==> config.mk <==
export PLATFORM = sky130hd
export DESIGN_NAME = startup_sequencer_readback
export DESIGN_NICKNAME = d
export VERILOG_FILES = /design/src/common/startup_pkg.sv /design/src/core/startup_sequencer_readback.sv
export SDC_FILE = /design/constraint.sdc
export NUM_CORES = 1
export LEC_CHECK = 0
export BUFFER_PORTS_ARGS = -buffer_cell sky130_fd_sc_hd__buf_2
export CAP_MARGIN = 20
export CORE_ASPECT_RATIO = 0.9
export CORE_MARGIN = 2
export CORE_UTILIZATION = 60
export DETAILED_ROUTE_END_ITERATION = 6
export MAX_ROUTING_LAYER = met4
export PLACE_DENSITY = 0.89
export SETUP_SLACK_MARGIN = 0.05
export SLEW_MARGIN = 10
export SYNTH_ARGS = -nofsm -noshare
export SYNTH_HDL_FRONTEND = slang
export SYNTH_SLANG_ARGS = --single-unit
==> constraint.sdc <==
create_clock -name mclk -period 4.1 [get_ports mclk]
set_clock_uncertainty 0.15 [all_clocks]
set_input_delay 0.41 -clock mclk [delete_from_list [all_inputs] [get_ports mclk]]
set_output_delay 0.41 -clock mclk [all_outputs]
set_load 0.02 [all_outputs]
==> src/common/startup_pkg.sv <==
// Shared constants and types for the startup sequencer with readback
package startup_pkg;
    // Register map (byte addresses on the plain register port)
    localparam logic [3:0] ADDR_CTRL = 4'h0;
    localparam logic [3:0] ADDR_EVENTS = 4'h4;
    localparam logic [3:0] ADDR_STATUS = 4'h8;
    localparam logic [3:0] ADDR_MASK = 4'hc;
    localparam int ADDR_W = 4;
    localparam int DATA_W = 32;

    // Startup clock source select
    typedef enum logic [1:0] {
        SRC_CCLK = 2'h0,
        SRC_USER = 2'h1,
        SRC_JTAG = 2'h2
    } clk_src_t;

    // Readback security modes
    typedef enum logic [1:0] {
        SEC_OPEN = 2'h0,
        SEC_NO_READBACK = 2'h1,
        SEC_NO_READBACK_RECONFIG = 2'h2
    } security_t;

    // Event placement codes: 0..6 are slots, the rest are special
    localparam logic [3:0] EV_DONE = 4'h7;
    localparam logic [3:0] EV_KEEP = 4'h8;
    localparam logic [3:0] EV_NOWAIT = 4'h9;
    localparam logic [2:0] SLOT_LAST = 3'h6;
    localparam logic [2:0] SLOT_FIRST_SEL = 3'h2;

    // Event vector positions
    localparam int EVT_DONE = 0;
    localparam int EVT_OE = 1;
    localparam int EVT_GSR = 2;
    localparam int EVT_GWE = 3;
    localparam int NUM_EVT = 4;

    // Control register fields
    localparam int CTRL_SRC_LSB = 0;
    localparam int CTRL_PIPE_BIT = 2;
    localparam int CTRL_DRIVE_BIT = 3;
    localparam int CTRL_SEC_LSB = 4;
    localparam logic [31:0] CTRL_RESET = 32'h0000_0000;

    // Events register: four bits per event, done in the low nibble
    localparam int EV_FIELD_W = 4;
    localparam int EV_DLL_LSB = 16;
    localparam logic [31:0] EVENTS_RESET = 32'h0009_6654;

    // Status register fields
    localparam int ST_SLOT_LSB = 0;
    localparam int ST_REL_LSB = 4;
    localparam int ST_DLL_BIT = 8;
    localparam int ST_RB_ACTIVE_BIT = 9;
    localparam int ST_REFUSED_BIT = 10;
    localparam int ST_MET_BIT = 11;

    // Event settings travel together
    typedef struct packed {
        logic [3:0] dll;
        logic [3:0] gwe;
        logic [3:0] gsr;
        logic [3:0] oe;
        logic [3:0] done;
    } event_cfg_t;

    // Startup sequence phase
    typedef enum logic [1:0] {
        PH_IDLE = 2'h0,
        PH_SEQ = 2'h1,
        PH_FINISHED = 2'h2
    } phase_t;
endpackage : startup_pkg

==> src/core/startup_sequencer_readback.sv <==
// Startup sequencer, serial readback port and readback security
`timescale 1ns/1ps
// Function
// - Startup clock: config, user or test clock
// - User source advances on user clock
// - Test source advances on test clock
// - Done pipe waits on delayed done
// - Five events: done, outputs, reset, write, DLL
// - C0 before, C1-C6 config clock edges
// - U2-U6 are user edges after C1
// - J2-J6 are test edges after C1
// - Events placed in slots, done or keep
// - DLL release in C0-C6 or no-wait
// - Keep holds level seen at done
// - No-wait releases DLL at once
// - Option to actively drive done high
// - Trigger rising edge starts readback
// - Readback bits shift out on clock
// - Disable-readback mode refuses every readback
// - Strictest mode blocks readback and reconfiguration
// - Stream carries only memory element states
module startup_sequencer_readback #(
    parameter int RB_BITS = 32
) (
    input wire logic mclk,
    input wire logic rst_n,
    // Register port
    input wire logic [startup_pkg::ADDR_W-1:0] regAddr,
    input wire logic [startup_pkg::DATA_W-1:0] regWdata,
    input wire logic regWr,
    input wire logic regRd,
    output logic [startup_pkg::DATA_W-1:0] regRdata,
    // Configuration side, same clock
    input wire logic configStart,
    input wire logic lengthCountMet,
    input wire logic [RB_BITS-1:0] stateIn,
    // Pins and foreign clocks
    input wire logic cclk,
    input wire logic userClk,
    input wire logic tck,
    input wire logic readbackTrigger,
    input wire logic donePinIn,
    output logic donePinOut,
    output logic donePinOe_n,
    output logic outputsEnabled,
    output logic gsrActive,
    output logic gweActive,
    output logic dllRelease,
    output logic readbackData,
    output logic reconfigAllowed
);
    localparam int CNT_W = $clog2(RB_BITS + 1);

    // Pin synchronisers, three flops each; edges compare the second and third
    localparam int NSYNC = 5;
    logic [NSYNC-1:0] pinRaw;
    logic [NSYNC-1:0] sync1_q;
    logic [NSYNC-1:0] sync2_q;
    logic [NSYNC-1:0] sync3_q;
    assign pinRaw = {donePinIn, readbackTrigger, tck, userClk, cclk};

    always_ff @(posedge mclk or negedge rst_n) begin
        if (!rst_n) begin
            sync1_q <= '0;
            sync2_q <= '0;
            sync3_q <= '0;
        end else begin
            sync1_q <= pinRaw;
            sync2_q <= sync1_q;
            sync3_q <= sync2_q;
        end
    end

    logic [NSYNC-1:0] rise;
    assign rise = sync2_q & ~sync3_q;
    logic cclkRise, userRise, tckRise, trigRise, doneSensed;
    assign cclkRise = rise[0];
    assign userRise = rise[1];
    assign tckRise = rise[2];
    assign trigRise = rise[3];
    assign doneSensed = sync2_q[4];

    // Registers
    logic [startup_pkg::DATA_W-1:0] ctrl_q;
    logic [startup_pkg::DATA_W-1:0] events_q;
    logic [RB_BITS-1:0] mask_q;
    logic refused_q;
    startup_pkg::event_cfg_t evCfg;
    startup_pkg::clk_src_t clkSrc;
    startup_pkg::security_t security;
    logic donePipe;
    logic driveDone;
    assign evCfg = startup_pkg::event_cfg_t'(events_q[startup_pkg::EV_DLL_LSB+3:0]);
    assign clkSrc = startup_pkg::clk_src_t'(ctrl_q[startup_pkg::CTRL_SRC_LSB +: 2]);
    assign security = startup_pkg::security_t'(ctrl_q[startup_pkg::CTRL_SEC_LSB +: 2]);
    assign donePipe = ctrl_q[startup_pkg::CTRL_PIPE_BIT];
    assign driveDone = ctrl_q[startup_pkg::CTRL_DRIVE_BIT];

    always_ff @(posedge mclk or negedge rst_n) begin
        if (!rst_n) begin
            ctrl_q <= startup_pkg::CTRL_RESET;
            events_q <= startup_pkg::EVENTS_RESET;
            mask_q <= '1;
        end else if (regWr) begin
            if (regAddr == startup_pkg::ADDR_CTRL) begin
                ctrl_q <= regWdata;
            end
            if (regAddr == startup_pkg::ADDR_EVENTS) begin
                events_q <= regWdata;
            end
            if (regAddr == startup_pkg::ADDR_MASK) begin
                mask_q <= regWdata[RB_BITS-1:0];
            end
        end
    end

    // Sequencer state
    startup_pkg::phase_t phase_q;
    logic [2:0] slot_q;
    logic [2:0] selEdges_q;
    logic [startup_pkg::NUM_EVT-1:0] rel_q;
    logic [startup_pkg::NUM_EVT-1:0] keepVal_q;
    logic doneRose_q;
    logic doneDly_q;
    logic dllRel_q;
    logic restart;
    // Strictest mode ignores a new configuration cycle
    assign restart = configStart && (security != startup_pkg::SEC_NO_READBACK_RECONFIG);

    // Startup edge: config clock up to C1, then the chosen source
    logic selRise;
    always_comb begin
        case (clkSrc)
            startup_pkg::SRC_USER: selRise = userRise;
            startup_pkg::SRC_JTAG: selRise = tckRise;
            default: selRise = cclkRise;
        endcase
    end
    logic startEdge;
    assign startEdge = (slot_q == 3'h0) ? cclkRise : selRise;
    // Done seen by the sequencer, optionally one startup edge late
    logic doneGate;
    assign doneGate = donePipe ? doneDly_q : doneSensed;
    // Sequence may not pass the done slot until done is seen high
    logic holdForDone;
    assign holdForDone = rel_q[startup_pkg::EVT_DONE] && !doneGate;

    always_ff @(posedge mclk or negedge rst_n) begin
        if (!rst_n) begin
            phase_q <= startup_pkg::PH_IDLE;
            slot_q <= 3'h0;
            selEdges_q <= 3'h0;
        end else if (restart) begin
            phase_q <= startup_pkg::PH_IDLE;
            slot_q <= 3'h0;
            selEdges_q <= 3'h0;
        end else begin
            case (phase_q)
                startup_pkg::PH_IDLE: begin
                    if (lengthCountMet) begin
                        phase_q <= startup_pkg::PH_SEQ;
                    end
                end
                startup_pkg::PH_SEQ: begin
                    if (startEdge && !(holdForDone && slot_q != 3'h0)) begin
                        if (slot_q == 3'h0 || clkSrc == startup_pkg::SRC_CCLK) begin
                            slot_q <= slot_q + 3'h1;
                        end else begin
                            // Only the second and later selected edges after C1 count
                            selEdges_q <= selEdges_q + 3'h1;
                            if (selEdges_q + 3'h1 >= startup_pkg::SLOT_FIRST_SEL) begin
                                slot_q <= selEdges_q + 3'h1;
                            end
                        end
                        if (slot_q == startup_pkg::SLOT_LAST - 3'h1 ||
                            (slot_q != 3'h0 && clkSrc != startup_pkg::SRC_CCLK &&
                             selEdges_q + 3'h1 == startup_pkg::SLOT_LAST)) begin
                            phase_q <= startup_pkg::PH_FINISHED;
                        end
                    end
                end
                startup_pkg::PH_FINISHED: begin
                    phase_q <= startup_pkg::PH_FINISHED;
                end
                default: phase_q <= startup_pkg::PH_IDLE;
            endcase
        end
    end

    // Pipelined copy of done, sampled on startup edges
    always_ff @(posedge mclk or negedge rst_n) begin
        if (!rst_n) begin
            doneDly_q <= 1'b0;
        end else if (restart) begin
            doneDly_q <= 1'b0;
        end else if (startEdge) begin
            doneDly_q <= doneSensed;
        end
    end

    // Slot reached test for a placement code
    function automatic logic slotHit(input logic [3:0] code, input logic [2:0] slot,
                                     input logic active);
        logic hit;
        hit = 1'b0;
        if (code <= {1'b0, startup_pkg::SLOT_LAST}) begin
            hit = active && ({1'b0, slot} >= code);
        end
        return hit;
    endfunction : slotHit
    logic seqActive;
    assign seqActive = (phase_q != startup_pkg::PH_IDLE);
    logic [startup_pkg::NUM_EVT-1:0][3:0] evCode;
    assign evCode[startup_pkg::EVT_DONE] = evCfg.done;
    assign evCode[startup_pkg::EVT_OE] = evCfg.oe;
    assign evCode[startup_pkg::EVT_GSR] = evCfg.gsr;
    assign evCode[startup_pkg::EVT_GWE] = evCfg.gwe;
    // Done has risen once the gated done is high after its own event
    always_ff @(posedge mclk or negedge rst_n) begin
        if (!rst_n) begin
            doneRose_q <= 1'b0;
        end else if (restart) begin
            doneRose_q <= 1'b0;
        end else if (rel_q[startup_pkg::EVT_DONE] && doneGate) begin
            doneRose_q <= 1'b1;
        end
    end
    genvar g;
    generate
        for (g = 0; g < startup_pkg::NUM_EVT; g++) begin : gEvent
            logic fire;
            always_comb begin
                if (evCode[g] == startup_pkg::EV_DONE && g != startup_pkg::EVT_DONE) begin
                    // Stale done level from the previous cycle must not count
                    fire = rel_q[startup_pkg::EVT_DONE] && doneGate;
                end else begin
                    fire = slotHit(evCode[g], slot_q, seqActive) && slot_q != 3'h0;
                end
            end
            always_ff @(posedge mclk or negedge rst_n) begin
                if (!rst_n) begin
                    rel_q[g] <= 1'b0;
                    keepVal_q[g] <= 1'b0;
                end else if (restart) begin
                    rel_q[g] <= 1'b0;
                    keepVal_q[g] <= 1'b0;
                end else if (evCode[g] == startup_pkg::EV_KEEP && g != startup_pkg::EVT_DONE) begin
                    // Capture the level once, when done is first seen
                    if (rel_q[startup_pkg::EVT_DONE] && doneGate && !doneRose_q) begin
                        keepVal_q[g] <= rel_q[g];
                    end
                    rel_q[g] <= keepVal_q[g];
                end else if (fire) begin
                    rel_q[g] <= 1'b1;
                end
            end
        end
    endgenerate
    // DLL release
    always_ff @(posedge mclk or negedge rst_n) begin
        if (!rst_n) begin
            dllRel_q <= 1'b0;
        end else if (restart) begin
            dllRel_q <= 1'b0;
        end else if (evCfg.dll == startup_pkg::EV_NOWAIT) begin
            // Not aligned to any startup edge
            if (lengthCountMet || seqActive) begin
                dllRel_q <= 1'b1;
            end
        end else if (evCfg.dll == 4'h0) begin
            if (seqActive) begin
                dllRel_q <= 1'b1;
            end
        end else if (slotHit(evCfg.dll, slot_q, seqActive)) begin
            dllRel_q <= 1'b1;
        end
    end

    // Event outputs
    always_ff @(posedge mclk or negedge rst_n) begin
        if (!rst_n) begin
            donePinOut <= 1'b0;
            donePinOe_n <= 1'b0;
            outputsEnabled <= 1'b0;
            gsrActive <= 1'b1;
            gweActive <= 1'b1;
            dllRelease <= 1'b0;
            reconfigAllowed <= 1'b1;
        end else begin
            // Released done either floats to the pull-up or is driven high
            donePinOut <= rel_q[startup_pkg::EVT_DONE];
            donePinOe_n <= rel_q[startup_pkg::EVT_DONE] && !driveDone;
            outputsEnabled <= rel_q[startup_pkg::EVT_OE];
            gsrActive <= !rel_q[startup_pkg::EVT_GSR];
            gweActive <= !rel_q[startup_pkg::EVT_GWE];
            dllRelease <= dllRel_q;
            reconfigAllowed <= (security != startup_pkg::SEC_NO_READBACK_RECONFIG);
        end
    end

    // Readback
    logic [RB_BITS-1:0] rbShift_q;
    logic [CNT_W-1:0] rbLeft_q;
    logic rbActive;
    logic rbAllowed;
    logic rbRequest;
    assign rbActive = (rbLeft_q != '0);
    assign rbAllowed = (security == startup_pkg::SEC_OPEN);
    assign rbRequest = trigRise && phase_q == startup_pkg::PH_FINISHED && !rbActive;

    always_ff @(posedge mclk or negedge rst_n) begin
        if (!rst_n) begin
            rbShift_q <= '0;
            rbLeft_q <= '0;
            readbackData <= 1'b0;
        end else if (rbRequest && rbAllowed) begin
            // Only memory element positions carry state, the rest read zero
            rbShift_q <= stateIn & mask_q;
            rbLeft_q <= CNT_W'(RB_BITS);
        end else if (rbActive && cclkRise) begin
            readbackData <= rbShift_q[0];
            rbShift_q <= {1'b0, rbShift_q[RB_BITS-1:1]};
            rbLeft_q <= rbLeft_q - CNT_W'(1);
        end
    end

    // Refused requests are sticky; a new refusal beats a clear
    always_ff @(posedge mclk or negedge rst_n) begin
        if (!rst_n) begin
            refused_q <= 1'b0;
        end else if (rbRequest && !rbAllowed) begin
            refused_q <= 1'b1;
        end else if (regWr && regAddr == startup_pkg::ADDR_STATUS &&
                     regWdata[startup_pkg::ST_REFUSED_BIT]) begin
            refused_q <= 1'b0;
        end
    end

    // Read data, one cycle after the strobe
    logic [startup_pkg::DATA_W-1:0] status;
    always_comb begin
        status = '0;
        status[startup_pkg::ST_SLOT_LSB +: 3] = slot_q;
        status[startup_pkg::ST_REL_LSB +: startup_pkg::NUM_EVT] = rel_q;
        status[startup_pkg::ST_DLL_BIT] = dllRel_q;
        status[startup_pkg::ST_RB_ACTIVE_BIT] = rbActive;
        status[startup_pkg::ST_REFUSED_BIT] = refused_q;
        status[startup_pkg::ST_MET_BIT] = seqActive;
    end

    always_ff @(posedge mclk or negedge rst_n) begin
        if (!rst_n) begin
            regRdata <= '0;
        end else if (regRd) begin
            case (regAddr)
                startup_pkg::ADDR_CTRL: regRdata <= ctrl_q;
                startup_pkg::ADDR_EVENTS: regRdata <= events_q;
                startup_pkg::ADDR_STATUS: regRdata <= status;
                startup_pkg::ADDR_MASK: regRdata <= startup_pkg::DATA_W'(mask_q);
                default: regRdata <= '0;
            endcase
        end else begin
            regRdata <= '0;
        end
    end
endmodule : startup_sequencer_readback

==> results.cfg, run 1 <==
[job]
maxCapViolCount = 0

[layout]
layout.area.seq_sq_um = 5240
fill_cells = 917
final_cell_area_sq_um = 10600
multi_input_area_sq_um = 3450
nets = 983
syn_to_final_growth_pct = 18.3
fin_cells = 1090
final_layout_size_suffix_gt1_frac = 0.348
fin_util = 0.724
diodes = 0

[hold_path]
hold_path_depth = 2
hold_class = in -> reg
min-delay-start = regWdata[20]

[logic_synthesis]
synthFlopType = dfrtp_1
synth_top_area_share = 0.455
synth-xor-area-share = 0.00488
synth-simple-area-share = 0.0917
yosys_register_bits = 207
muxShareOfSynthArea = 0.127
synth_edf_count = 0
synth_most_common_cell = dfrtp_1
synthTopCellsByArea = dfrtp_1 45%, dfstp_2 13%, mux2_2 12%, ha_1 3.8%, nand2_1 3.3%
syn_area_per_cell_sq_um = 11.8
synthAdderAreaFrac = 0.0377
synth_fp_nets = 866
synth_top_family_by_area = multiplexers
syn_area_sq_um = 8970
yosysWarnings = 0
synth-seq-area-share = 0.584
async_flop_share = 1.00
synth_cells = 760
synth_area_leader_cell = dfrtp_1
synth_compound_area_frac = 0.122
synth_common_cells = 163 x dfrtp_1, 96 x mux2_2, 79 x nand2_1, 55 x a21oi_1, 44 x dfstp_2
synthDistinctLibCells = 47

[clock_tree]
cts_buffers = 21
cts.sinks = 207
cts.clk_slew.worst_paths_ns = 0.06
htreeDepth = 1
cts_tree = done
cts_root_buf = clkbuf_16
clk_latency_ns = 0.50
clockBufferDepth = 3

[setup_path]
critical_path_buf_inv_count = 2
timing.rr.start = rbLeft_q[1]$_DFFE_PN0P_
slowest_delay_ns = 0.76
endpoint_kind = register
critical-path-top-delay-family = simple AND/OR/NAND/NOR gates
worstSetupStartpointType = register
worstSetupPathDepth = 8
crit_start = rbLeft_q[1]$_DFFE_PN0P_
required_ns = 4.31
crit_type = reg -> reg
rr_worst_depth = 8
arrival_ns = 3.34
crit_slowest_cell = or3_2
crit_fanout = 35
cp_cell_sequence = inv_1 > ha_1 > or3b_1 > or4_1 > or3_2 > buf_16 > a21oi_1 > a31oi_1

[place]
pre_cts_ws_ns = 0.917
place_area_sq_um = 9730
io_buffers = 118
hpwlAfterDp_mm = 14.0
placedCellCount = 1045
gp_congestion = 0.866

[timing]
timing.final.max_slew_violations = 0
holdWs_ns = 0.0256
setup_ws_ns = 0.966
fin_setup_tns_ns = 0
max_clock_freq_mhz = 319
setup_viol = 0
maxSlewHeadroom = 0.197
tightest_slew_ns = 1.20
fin_crit_sh = 0.764
hold_viol = 0
rsz0062_at_grt = false
period_needed_ns = 3.13

[global_route]
grt_pass1_vias = 6996
antenna_found_initial = 0
grt_max_degree = 114
gr-total-overflow = 0
grt_pass1_wl_mm = 36.8
grt_usage = 0.307

[floorplan]
core_area_sq_um = 14700
dieArea_sq_um = 15900
io_pins = 119
rows = 42
start_util = 0.612
die_h_um = 120
dieWidth_um = 133

[drt]
met1Wirelength_mm = 9.29
firstDrtPassIters = 7
drc = 0
wl_met3_mm = 2.12
detail-route-antenna-nets = 0
routedWlPerCell_um = 21.3
postRouteWirelength_mm = 23.3
drt-initial-drc-count = 798
vias = 6841
top_layer = met4
routed_via_density = 6.28
met2_length_mm = 11.3

[power_and_ir_drop]
switching_share = 0.281
p_int_mw = 4.43
seq_power_share = 0.476
irDropWorstVdd_uv = 430
p_sw_mw = 1.73
comb_power_share = 0.172
p_per_area_nw_per_um2 = 580
clkPwrFrac = 0.352
p_leak_nw = 4.87
total_power_mw = 6.16

[status]
status = finished, final reports clean
## logic make-up (layout without fill, tap and decap cells)
family | after synthesis | in the layout
AO/OA/AOI/OAI | 165 | 165
XOR/XNOR | 5 | 5
adder cells (fa/ha/maj) | 27 | 27
buffers and inverters | 70 | 202
flip-flops | 207 | 207
multiplexers | 102 | 102
AND/OR/NAND/NOR | 184 | 184
## cell usage in the layout (no fill, tap or decap), types with 13 or more instances in the layout
cell type,instances
buf_2,117
dfrtp_1,163
inv_1,28
nand3_1,20
a21oi_1,55
mux2_2,96
a31oi_1,32
nor2_1,42
ha_1,27
a222oi_1,21
nand2_1,79
dfstp_2,44
a22oi_1,22
o21ai_0,13
clkbuf_16,21
## worst register-to-register path: cells and delay by family, from the launching register on
kind,cells,cell delay [ns]
AOI/OAI and AO/OA,2,0.28
adders and majority gates,1,0.16
buffers and inverters,2,0.37
DFF,1,0.40
and+or+nand+nor,3,1.65
## power by group through the flow
stage               logic [mW]  registers, mW  clock network [mW]
CTS                       1.06           2.91                2.18
global route              1.18           2.97                2.28
global placement         0.977           2.90                   0
floorplan                0.725           2.84                   0
detailed placement        1.03           2.92                   0
finish                    1.06           2.93                2.17
## state kept, by name, indices dropped and copies added, names as in the netlist, 4 cells and up
signal	count
mask_q	32
rel_q	4
regRdata	32
rbShift_q	32
rbLeft_q	6
sync2_q	5
sync3_q	4
events_q	32
ctrl_q	32
sync1_q	5
## path summary, 6_finish.rpt
path,endpoint,slack (ns)
worst max-delay path,rbShift_q[25]$_DFFE_PN0P_,0.97
worst min-delay path,events_q[20]$_DFFE_PN0P_,0.03
worst max register to register,rbShift_q[25]$_DFFE_PN0P_,0.97
worst min register to register,sync2_q[1]$_DFF_PN0_,0.20
max in group asynchronous,mask_q[19]$_DFFE_PN1P_,2.43
min in group asynchronous,rel_q[3]$_DFFE_PN0P_,0.44
## layer usage
metal  global-route usage  vias up
met3               0.0570       59
met2                0.484      415
met1                0.408     3390
li1                     -     2977
met4                0.101        0
met5                    -        -
## layout make-up
type | count | share of cell area
Timing Repair Buffer | 136 | 0.0737
Sequential cell | 207 | 0.493
Clock inverter | 9 | 0.0167
Multi-Input combinational cell | 483 | 0.325
Inverter | 28 | 0.00990
Clock buffer | 29 | 0.0580
Tap cell | 198 | 0.0233
## what timing repair did
| action | CTS | global route |
|---|---|---|
| resized for setup | 0 | 0 |
| hold buffers | 6 | 0 |
| hold endpoints to repair | 99 | 0 |
| setup buffers | 0 | 0 |
Note: power is estimated with default switching activity, not from simulation.
==> run 2, diff against run 1 <==
Settings changed: ABC_AREA set to 1, CORE_UTILIZATION 60 to 52, PLACE_DENSITY 0.89 to 0.82.
Clock period 4.1 ns to 2.6 ns, I/O delays scaled along.
==> run 2 against run 1 <==
Against the previous run: worst setup slack lost 0.43 ns; cell area grew 11%; sequential power rose by 58%; wire length increased by 13%; fmax up 52%; core utilization fell by 5.6 points; critical path depth stayed put; count of clock-buffer cells in the layout is 1 higher; via count is 22% higher; final cell count rose by 38%; flip-flop and latch count is the same; largest power group unchanged.
==> results.cfg, run 2 <==
[place]
io_buffers = 118
place_area_sq_um = 10200
gp_congestion = 0.982
pre_cts_ws_ns = 0.637
hpwlAfterDp_mm = 16.2

[global_route]
gr-total-overflow = 0
grt_pass1_vias = 8018
grt_pass1_wl_mm = 41.9
antenna_found_initial = 0
grt_max_degree = 65
grt_usage = 0.280

[logic_synthesis]
syn_area_per_cell_sq_um = 8.77
synth_top_area_share = 0.436
synthTopCellsByArea = dfrtp_1 44%, nand2_1 13%, dfstp_2 12%, o21ai_0 5.9%, inv_1 4.9%
yosys_register_bits = 207
synth_cells = 1067
synth-seq-area-share = 0.559
async_flop_share = 1.00
synth_edf_count = 0
synth_common_cells = 327 x nand2_1, 163 x dfrtp_1, 121 x inv_1, 111 x o21ai_0, 68 x nand3_1
yosysWarnings = 0
synthDistinctLibCells = 38
synth_fp_nets = 1173
synthFlopType = dfrtp_1
synth_most_common_cell = nand2_1
syn_area_sq_um = 9360
synth_area_leader_cell = dfrtp_1

[setup_path]
crit_slowest_cell = inv_2
crit_fanout = 32
rrSetupSlack_ns = 0.54
crit_type = reg -> reg
arrival_ns = 2.32
required_ns = 2.85
cp_cell_sequence = inv_1 > ha_1 > and3b_1 > nand3_4 > nand2_2 > inv_2 > nand2_1 > o211ai_1
endpoint_kind = register
slowest_delay_ns = 0.40
worstSetupStartpointType = register

[timing]
rsz0062_at_grt = false
setup_viol = 0
timing.final.max_slew_violations = 0
holdWs_ns = 0.0295
maxSlewHeadroom = 0.564
setup_ws_ns = 0.538
tightest_slew_ns = 0.654
period_needed_ns = 2.06
max_clock_freq_mhz = 485
fin_setup_tns_ns = 0
hold_viol = 0
fin_crit_sh = 0.793

[clock_tree]
post-cts-setup-buffers = 0
cts_buffers = 22
clk_latency_ns = 0.50
cts_tree = done
ctsResizeCount = 0
clockBufferDepth = 3
htreeDepth = 1
cts_root_buf = clkbuf_16
hold_buffers = 71
cts.clk_slew.worst_paths_ns = 0.06
cts.sinks = 207

[status]
status = finished, final reports clean

[floorplan]
io_pins = 119
die_h_um = 131
start_util = 0.531
core_area_sq_um = 17600
dieWidth_um = 145
dieArea_sq_um = 19100
rows = 46

[layout]
fill_cells = 1349
syn_to_final_growth_pct = 25.7
layout.area.seq_sq_um = 5240
final_cell_area_sq_um = 11800
diodes = 0
final_common_cell = nand2_1
multi_input_area_sq_um = 3430
final_cell_mix = 327 x nand2_1, 163 x dfrtp_1, 121 x inv_1
final_layout_size_suffix_gt1_frac = 0.187
nets = 1357

[power_and_ir_drop]
p_leak_nw = 5.90
p_per_area_nw_per_um2 = 898
total_power_mw = 10.6
irDropWorstVdd_uv = 472

[job]
maxCapViolCount = 0

[drt]
drc = 0
postRouteWirelength_mm = 26.3
routedWlPerCell_um = 17.4
firstDrtPassIters = 5
routed_via_density = 5.52
detail-route-antenna-nets = 0
drt-initial-drc-count = 900
vias = 8324

[hold_path]
hold_class = in -> reg
-- run 2: cell types whose count changed in the layout (fill, tap and decap cells not counted), sizes merged, moves of 9 or more --
cell         before  now
nand2            79  335
o21ai            14  116
inv              30  127
mux2             96    0
dlygate4sd3       6   71
nand3            20   69
a21oi            55   11
o211ai            2   39
a31oi            32    4
a22oi            22    0
a222oi           21    0
nand2b            9    0
nand4             2   11
-- run 2: worst paths after layout --
check                                  startpoint                   endpoint  depth (start not counted)
max reg2reg                phase_q[0]$_DFFE_PN0P_  rbShift_q[26]$_DFFE_PN0P_                          8
min reg2reg                  sync1_q[0]$_DFF_PN0_       sync2_q[0]$_DFF_PN0_                          0
max                        phase_q[0]$_DFFE_PN0P_  rbShift_q[26]$_DFFE_PN0P_                          8
max in group asynchronous                   rst_n     mask_q[14]$_DFFE_PN1P_                          3
min in group asynchronous                   rst_n     ctrl_q[27]$_DFFE_PN0P_                          2
min                                         regWr      refused_q$_DFFE_PN0P_                          4
-- run 2: cells by family (layout without fill, tap and decap cells) --
| group | after synthesis | count (layout) | share of synthesized area |
|---|---|---|---|
| and+or+nand+nor | 462 | 462 | 0.204 |
| DFF | 207 | 207 | 0.559 |
| AOI/OAI and AO/OA | 193 | 193 | 0.123 |
| buffers and inverters | 174 | 374 | 0.0742 |
| adders and majority gates | 27 | 27 | 0.0361 |
| xor gates and xnor gates | 4 | 4 | 0.00374 |
-- run 2: worst max-delay path, delay by kind of cell (launching register included) --
| family | cells | cell delay, ns |
|---|---|---|
| flip-flops | 1 | 0.38 |
| adder cells (fa/ha/maj) | 1 | 0.19 |
| AND/OR/NAND/NOR | 4 | 0.63 |
| AO/OA/AOI/OAI | 1 | 0.14 |
| buffers and inverters | 2 | 0.47 |
-- run 2: metrics by stage --
step,util,std cells
finish,0.668,1507
global route,0.668,1507
CTS,0.668,1507
detailed placement,0.579,1396
global placement,0.579,1396
floorplan,-,1067
-- run 2: metal layers --
metal  vias up  routed length [um]  global-route usage
li1       3814                   -                   -
met1      3980               10700               0.369
met2       442               12400               0.437
met3        88                2120              0.0469
met4         0                1040               0.110
met5         -                   0                   -
-- run 2: area by class of cell --
class	count	area share
clock buffers	30	0.0554
clock inverters	10	0.0172
inverters	129	0.0412
multi-input cells	686	0.292
flip-flops and latches	207	0.445
well taps	240	0.0255
repair buffers	205	0.124
-- run 2: power by group --
part	internal (mW)	switching (mW)	total, mW	leakage, nW
clock network	2.35	1.29	3.63	0.418
registers	4.06	0.570	4.63	2.57
logic	0.894	1.40	2.30	2.90
total	7.30	3.26	10.6	5.90
==> run 3, diff against run 2 <==
Settings changed: CORE_UTILIZATION 52 to 58, PLACE_DENSITY 0.82 to 0.86.
Clock period 2.6 ns to 2 ns, I/O delays scaled along.
==> run 3 against run 2 <==
Against the previous run: via count is 4.1% higher; final cell count is 0.80% lower; critical path type unchanged; first-iteration DRC count is 11% higher; sequential share of layout area is 0.069 points lower; non-clock buffer count is 20 higher; fmax is 4.3% higher; hold slack better by 0.00093 ns; power is 25% higher; worst setup slack worse by 0.52 ns; critical path depth is 2 higher.
==> results.cfg, run 3 (same netlist as run 2, synthesis figures left out) <==
[layout]
final_layout_size_suffix_gt1_frac = 0.202
fill_cells = 1044
nets = 1377
final_common_cell = nand2_1
syn_to_final_growth_pct = 25.9
final_cell_mix = 327 x nand2_1, 161 x dfrtp_1, 117 x inv_1, 117 x buf_2, 111 x o21ai_0

[drt]
detail-route-antenna-nets = 0
routed_via_density = 5.80
drc = 0
drt-initial-drc-count = 1000
vias = 8666
firstDrtPassIters = 5
routedWlPerCell_um = 18.2
postRouteWirelength_mm = 27.3

[clock_tree]
cts.clk_slew.worst_paths_ns = 0.06
cts_root_buf = clkbuf_16
cts_buffers = 22
cts.sinks = 207
clk_latency_ns = 0.51
clockBufferDepth = 3
htreeDepth = 1
cts_tree = done

[power_and_ir_drop]
p_int_mw = 8.89
p_leak_nw = 5.93
p_sw_mw = 4.33
irDropWorstVdd_uv = 704
p_per_area_nw_per_um2 = 1120
seq_power_share = 0.457
clkPwrFrac = 0.299
switching_share = 0.328
comb_power_share = 0.244
total_power_mw = 13.2

[floorplan]
die_h_um = 125
rows = 44
dieArea_sq_um = 17200
dieWidth_um = 138
io_pins = 119
start_util = 0.586
core_area_sq_um = 16000

[setup_path]
slowest_delay_ns = 0.39
crit_top_cell = nand2_1
timing.rr.start = ctrl_q[0]$_DFFE_PN0P_
worstSetupStartpointType = register
required_ns = 2.24
critical_path_buf_inv_count = 1
rrSetupSlack_ns = 0.02
arrival_ns = 2.21
crit_slowest_cell = dfrtp_1
crit_type = reg -> reg
timing.rr.end = phase_q[1]$_DFFE_PN0P_
rr_worst_depth = 10
cp_cell_sequence = inv_1 > ha_1 > nand2_1 > nor2_2 > nor2_4 > nand3_1 > nand2_1 > nand2_1 > nand2_1 > nand2_1
crit_fanout = 6
critical-path-top-delay-family = simple AND/OR/NAND/NOR gates
endpoint_kind = register

[place]
pre_cts_ws_ns = 0.106
hpwlAfterDp_mm = 16.8
io_buffers = 118
gp_congestion = 0.929

[global_route]
gr-total-overflow = 0
grt_pass1_vias = 8578
grt_pass1_wl_mm = 43.8
grt_usage = 0.335
grt_max_degree = 65
antenna_found_initial = 1

[timing]
timing.final.max_slew_violations = 0
fin_crit_sh = 0.989
hold_viol = 0
maxSlewHeadroom = 0.541
setup_viol = 0
tightest_slew_ns = 0.688
fin_setup_tns_ns = 0
setup_ws_ns = 0.0223
rsz0062_at_grt = true
period_needed_ns = 1.98
max_clock_freq_mhz = 506

[status]
status = finished, final reports clean

[job]
maxCapViolCount = 0

[hold_path]
hold_class = in -> async
-- run 3: worst max-delay path by stage --
| stage | startpoint | to | depth (start not counted) |
|---|---|---|---|
| 3_3_place_gp | rbLeft_q[0]$_DFFE_PN0P_ | rbShift_q[15]$_DFFE_PN0P_ | 12 |
| 5_1_grt | ctrl_q[0]$_DFFE_PN0P_ | phase_q[1]$_DFFE_PN0P_ | 10 |
| 6_report | ctrl_q[0]$_DFFE_PN0P_ | phase_q[1]$_DFFE_PN0P_ | 10 |
| 3_5_place_dp | rbLeft_q[0]$_DFFE_PN0P_ | rbShift_q[16]$_DFFE_PN0P_ | 12 |
| 2_1_floorplan | slot_q[0]$_DFFE_PN0P_ | phase_q[0]$_DFFE_PN0P_ | 11 |
| 4_1_cts | slot_q[0]$_DFFE_PN0P_ | phase_q[1]$_DFFE_PN0P_ | 11 |
-- run 3: power by group through the flow --
stage,Sequential (mW),Combinational (mW),Clock [mW]
6_report,6.05,3.22,3.96
5_1_grt,6.14,3.62,4.18
4_1_cts,5.99,3.04,3.95
3_5_place_dp,6.03,2.88,0
3_3_place_gp,6.00,2.71,0
2_1_floorplan,5.93,1.92,0
-- run 3: cell type report --
| class | instances | area, sq um | area share |
|---|---|---|---|
| flip-flops and latches | 207 | 5240 | 0.444 |
| multi-input cells | 686 | 3450 | 0.293 |
| repair buffers | 225 | 1640 | 0.139 |
| clock buffers | 36 | 684 | 0.0581 |
| inverters | 129 | 484 | 0.0411 |
| well taps | 207 | 259 | 0.0220 |
| clock inverters | 4 | 22.5 | 0.00191 |
| diodes | 1 | 2.50 | 0.000212 |
-- run 3: repair_timing --
action | 4_1_cts | 5_1_grt
pin swaps | 0 | 1
hold buffers | 72 | 0
resized for setup | 1 | 12
cloned | 0 | 0
setup buffers | 2 | 4
endpoints found under the hold margin | 304 | 0
setup endpoints to repair | 1 | 35
-- run 3: per-layer routing --
| layer | share of wire | global-route usage | up-vias |
|---|---|---|---|
| li1 | - | - | 3862 |
| met1 | 0.39 | 0.441 | 4154 |
| met2 | 0.47 | 0.509 | 518 |
| met3 | 0.094 | 0.0643 | 132 |
| met4 | 0.049 | 0.145 | 0 |
| met5 | 0 | - | - |
-- run 3: through the flow --
step / area [sq um] / utilization / instances / hold slack [ns]
final: 11800 / 0.738 / 1495 / 0.0305
after global routing: 11800 / 0.738 / 1495 / 0.0506
after CTS: 11700 / 0.734 / 1490 / 0.0378
after detailed placement: 10300 / 0.644 / 1376 / -0.00478
after global placement: 10300 / 0.644 / 1376 / -0.00769
after floorplan: 9360 / - / 1067 / -0.246
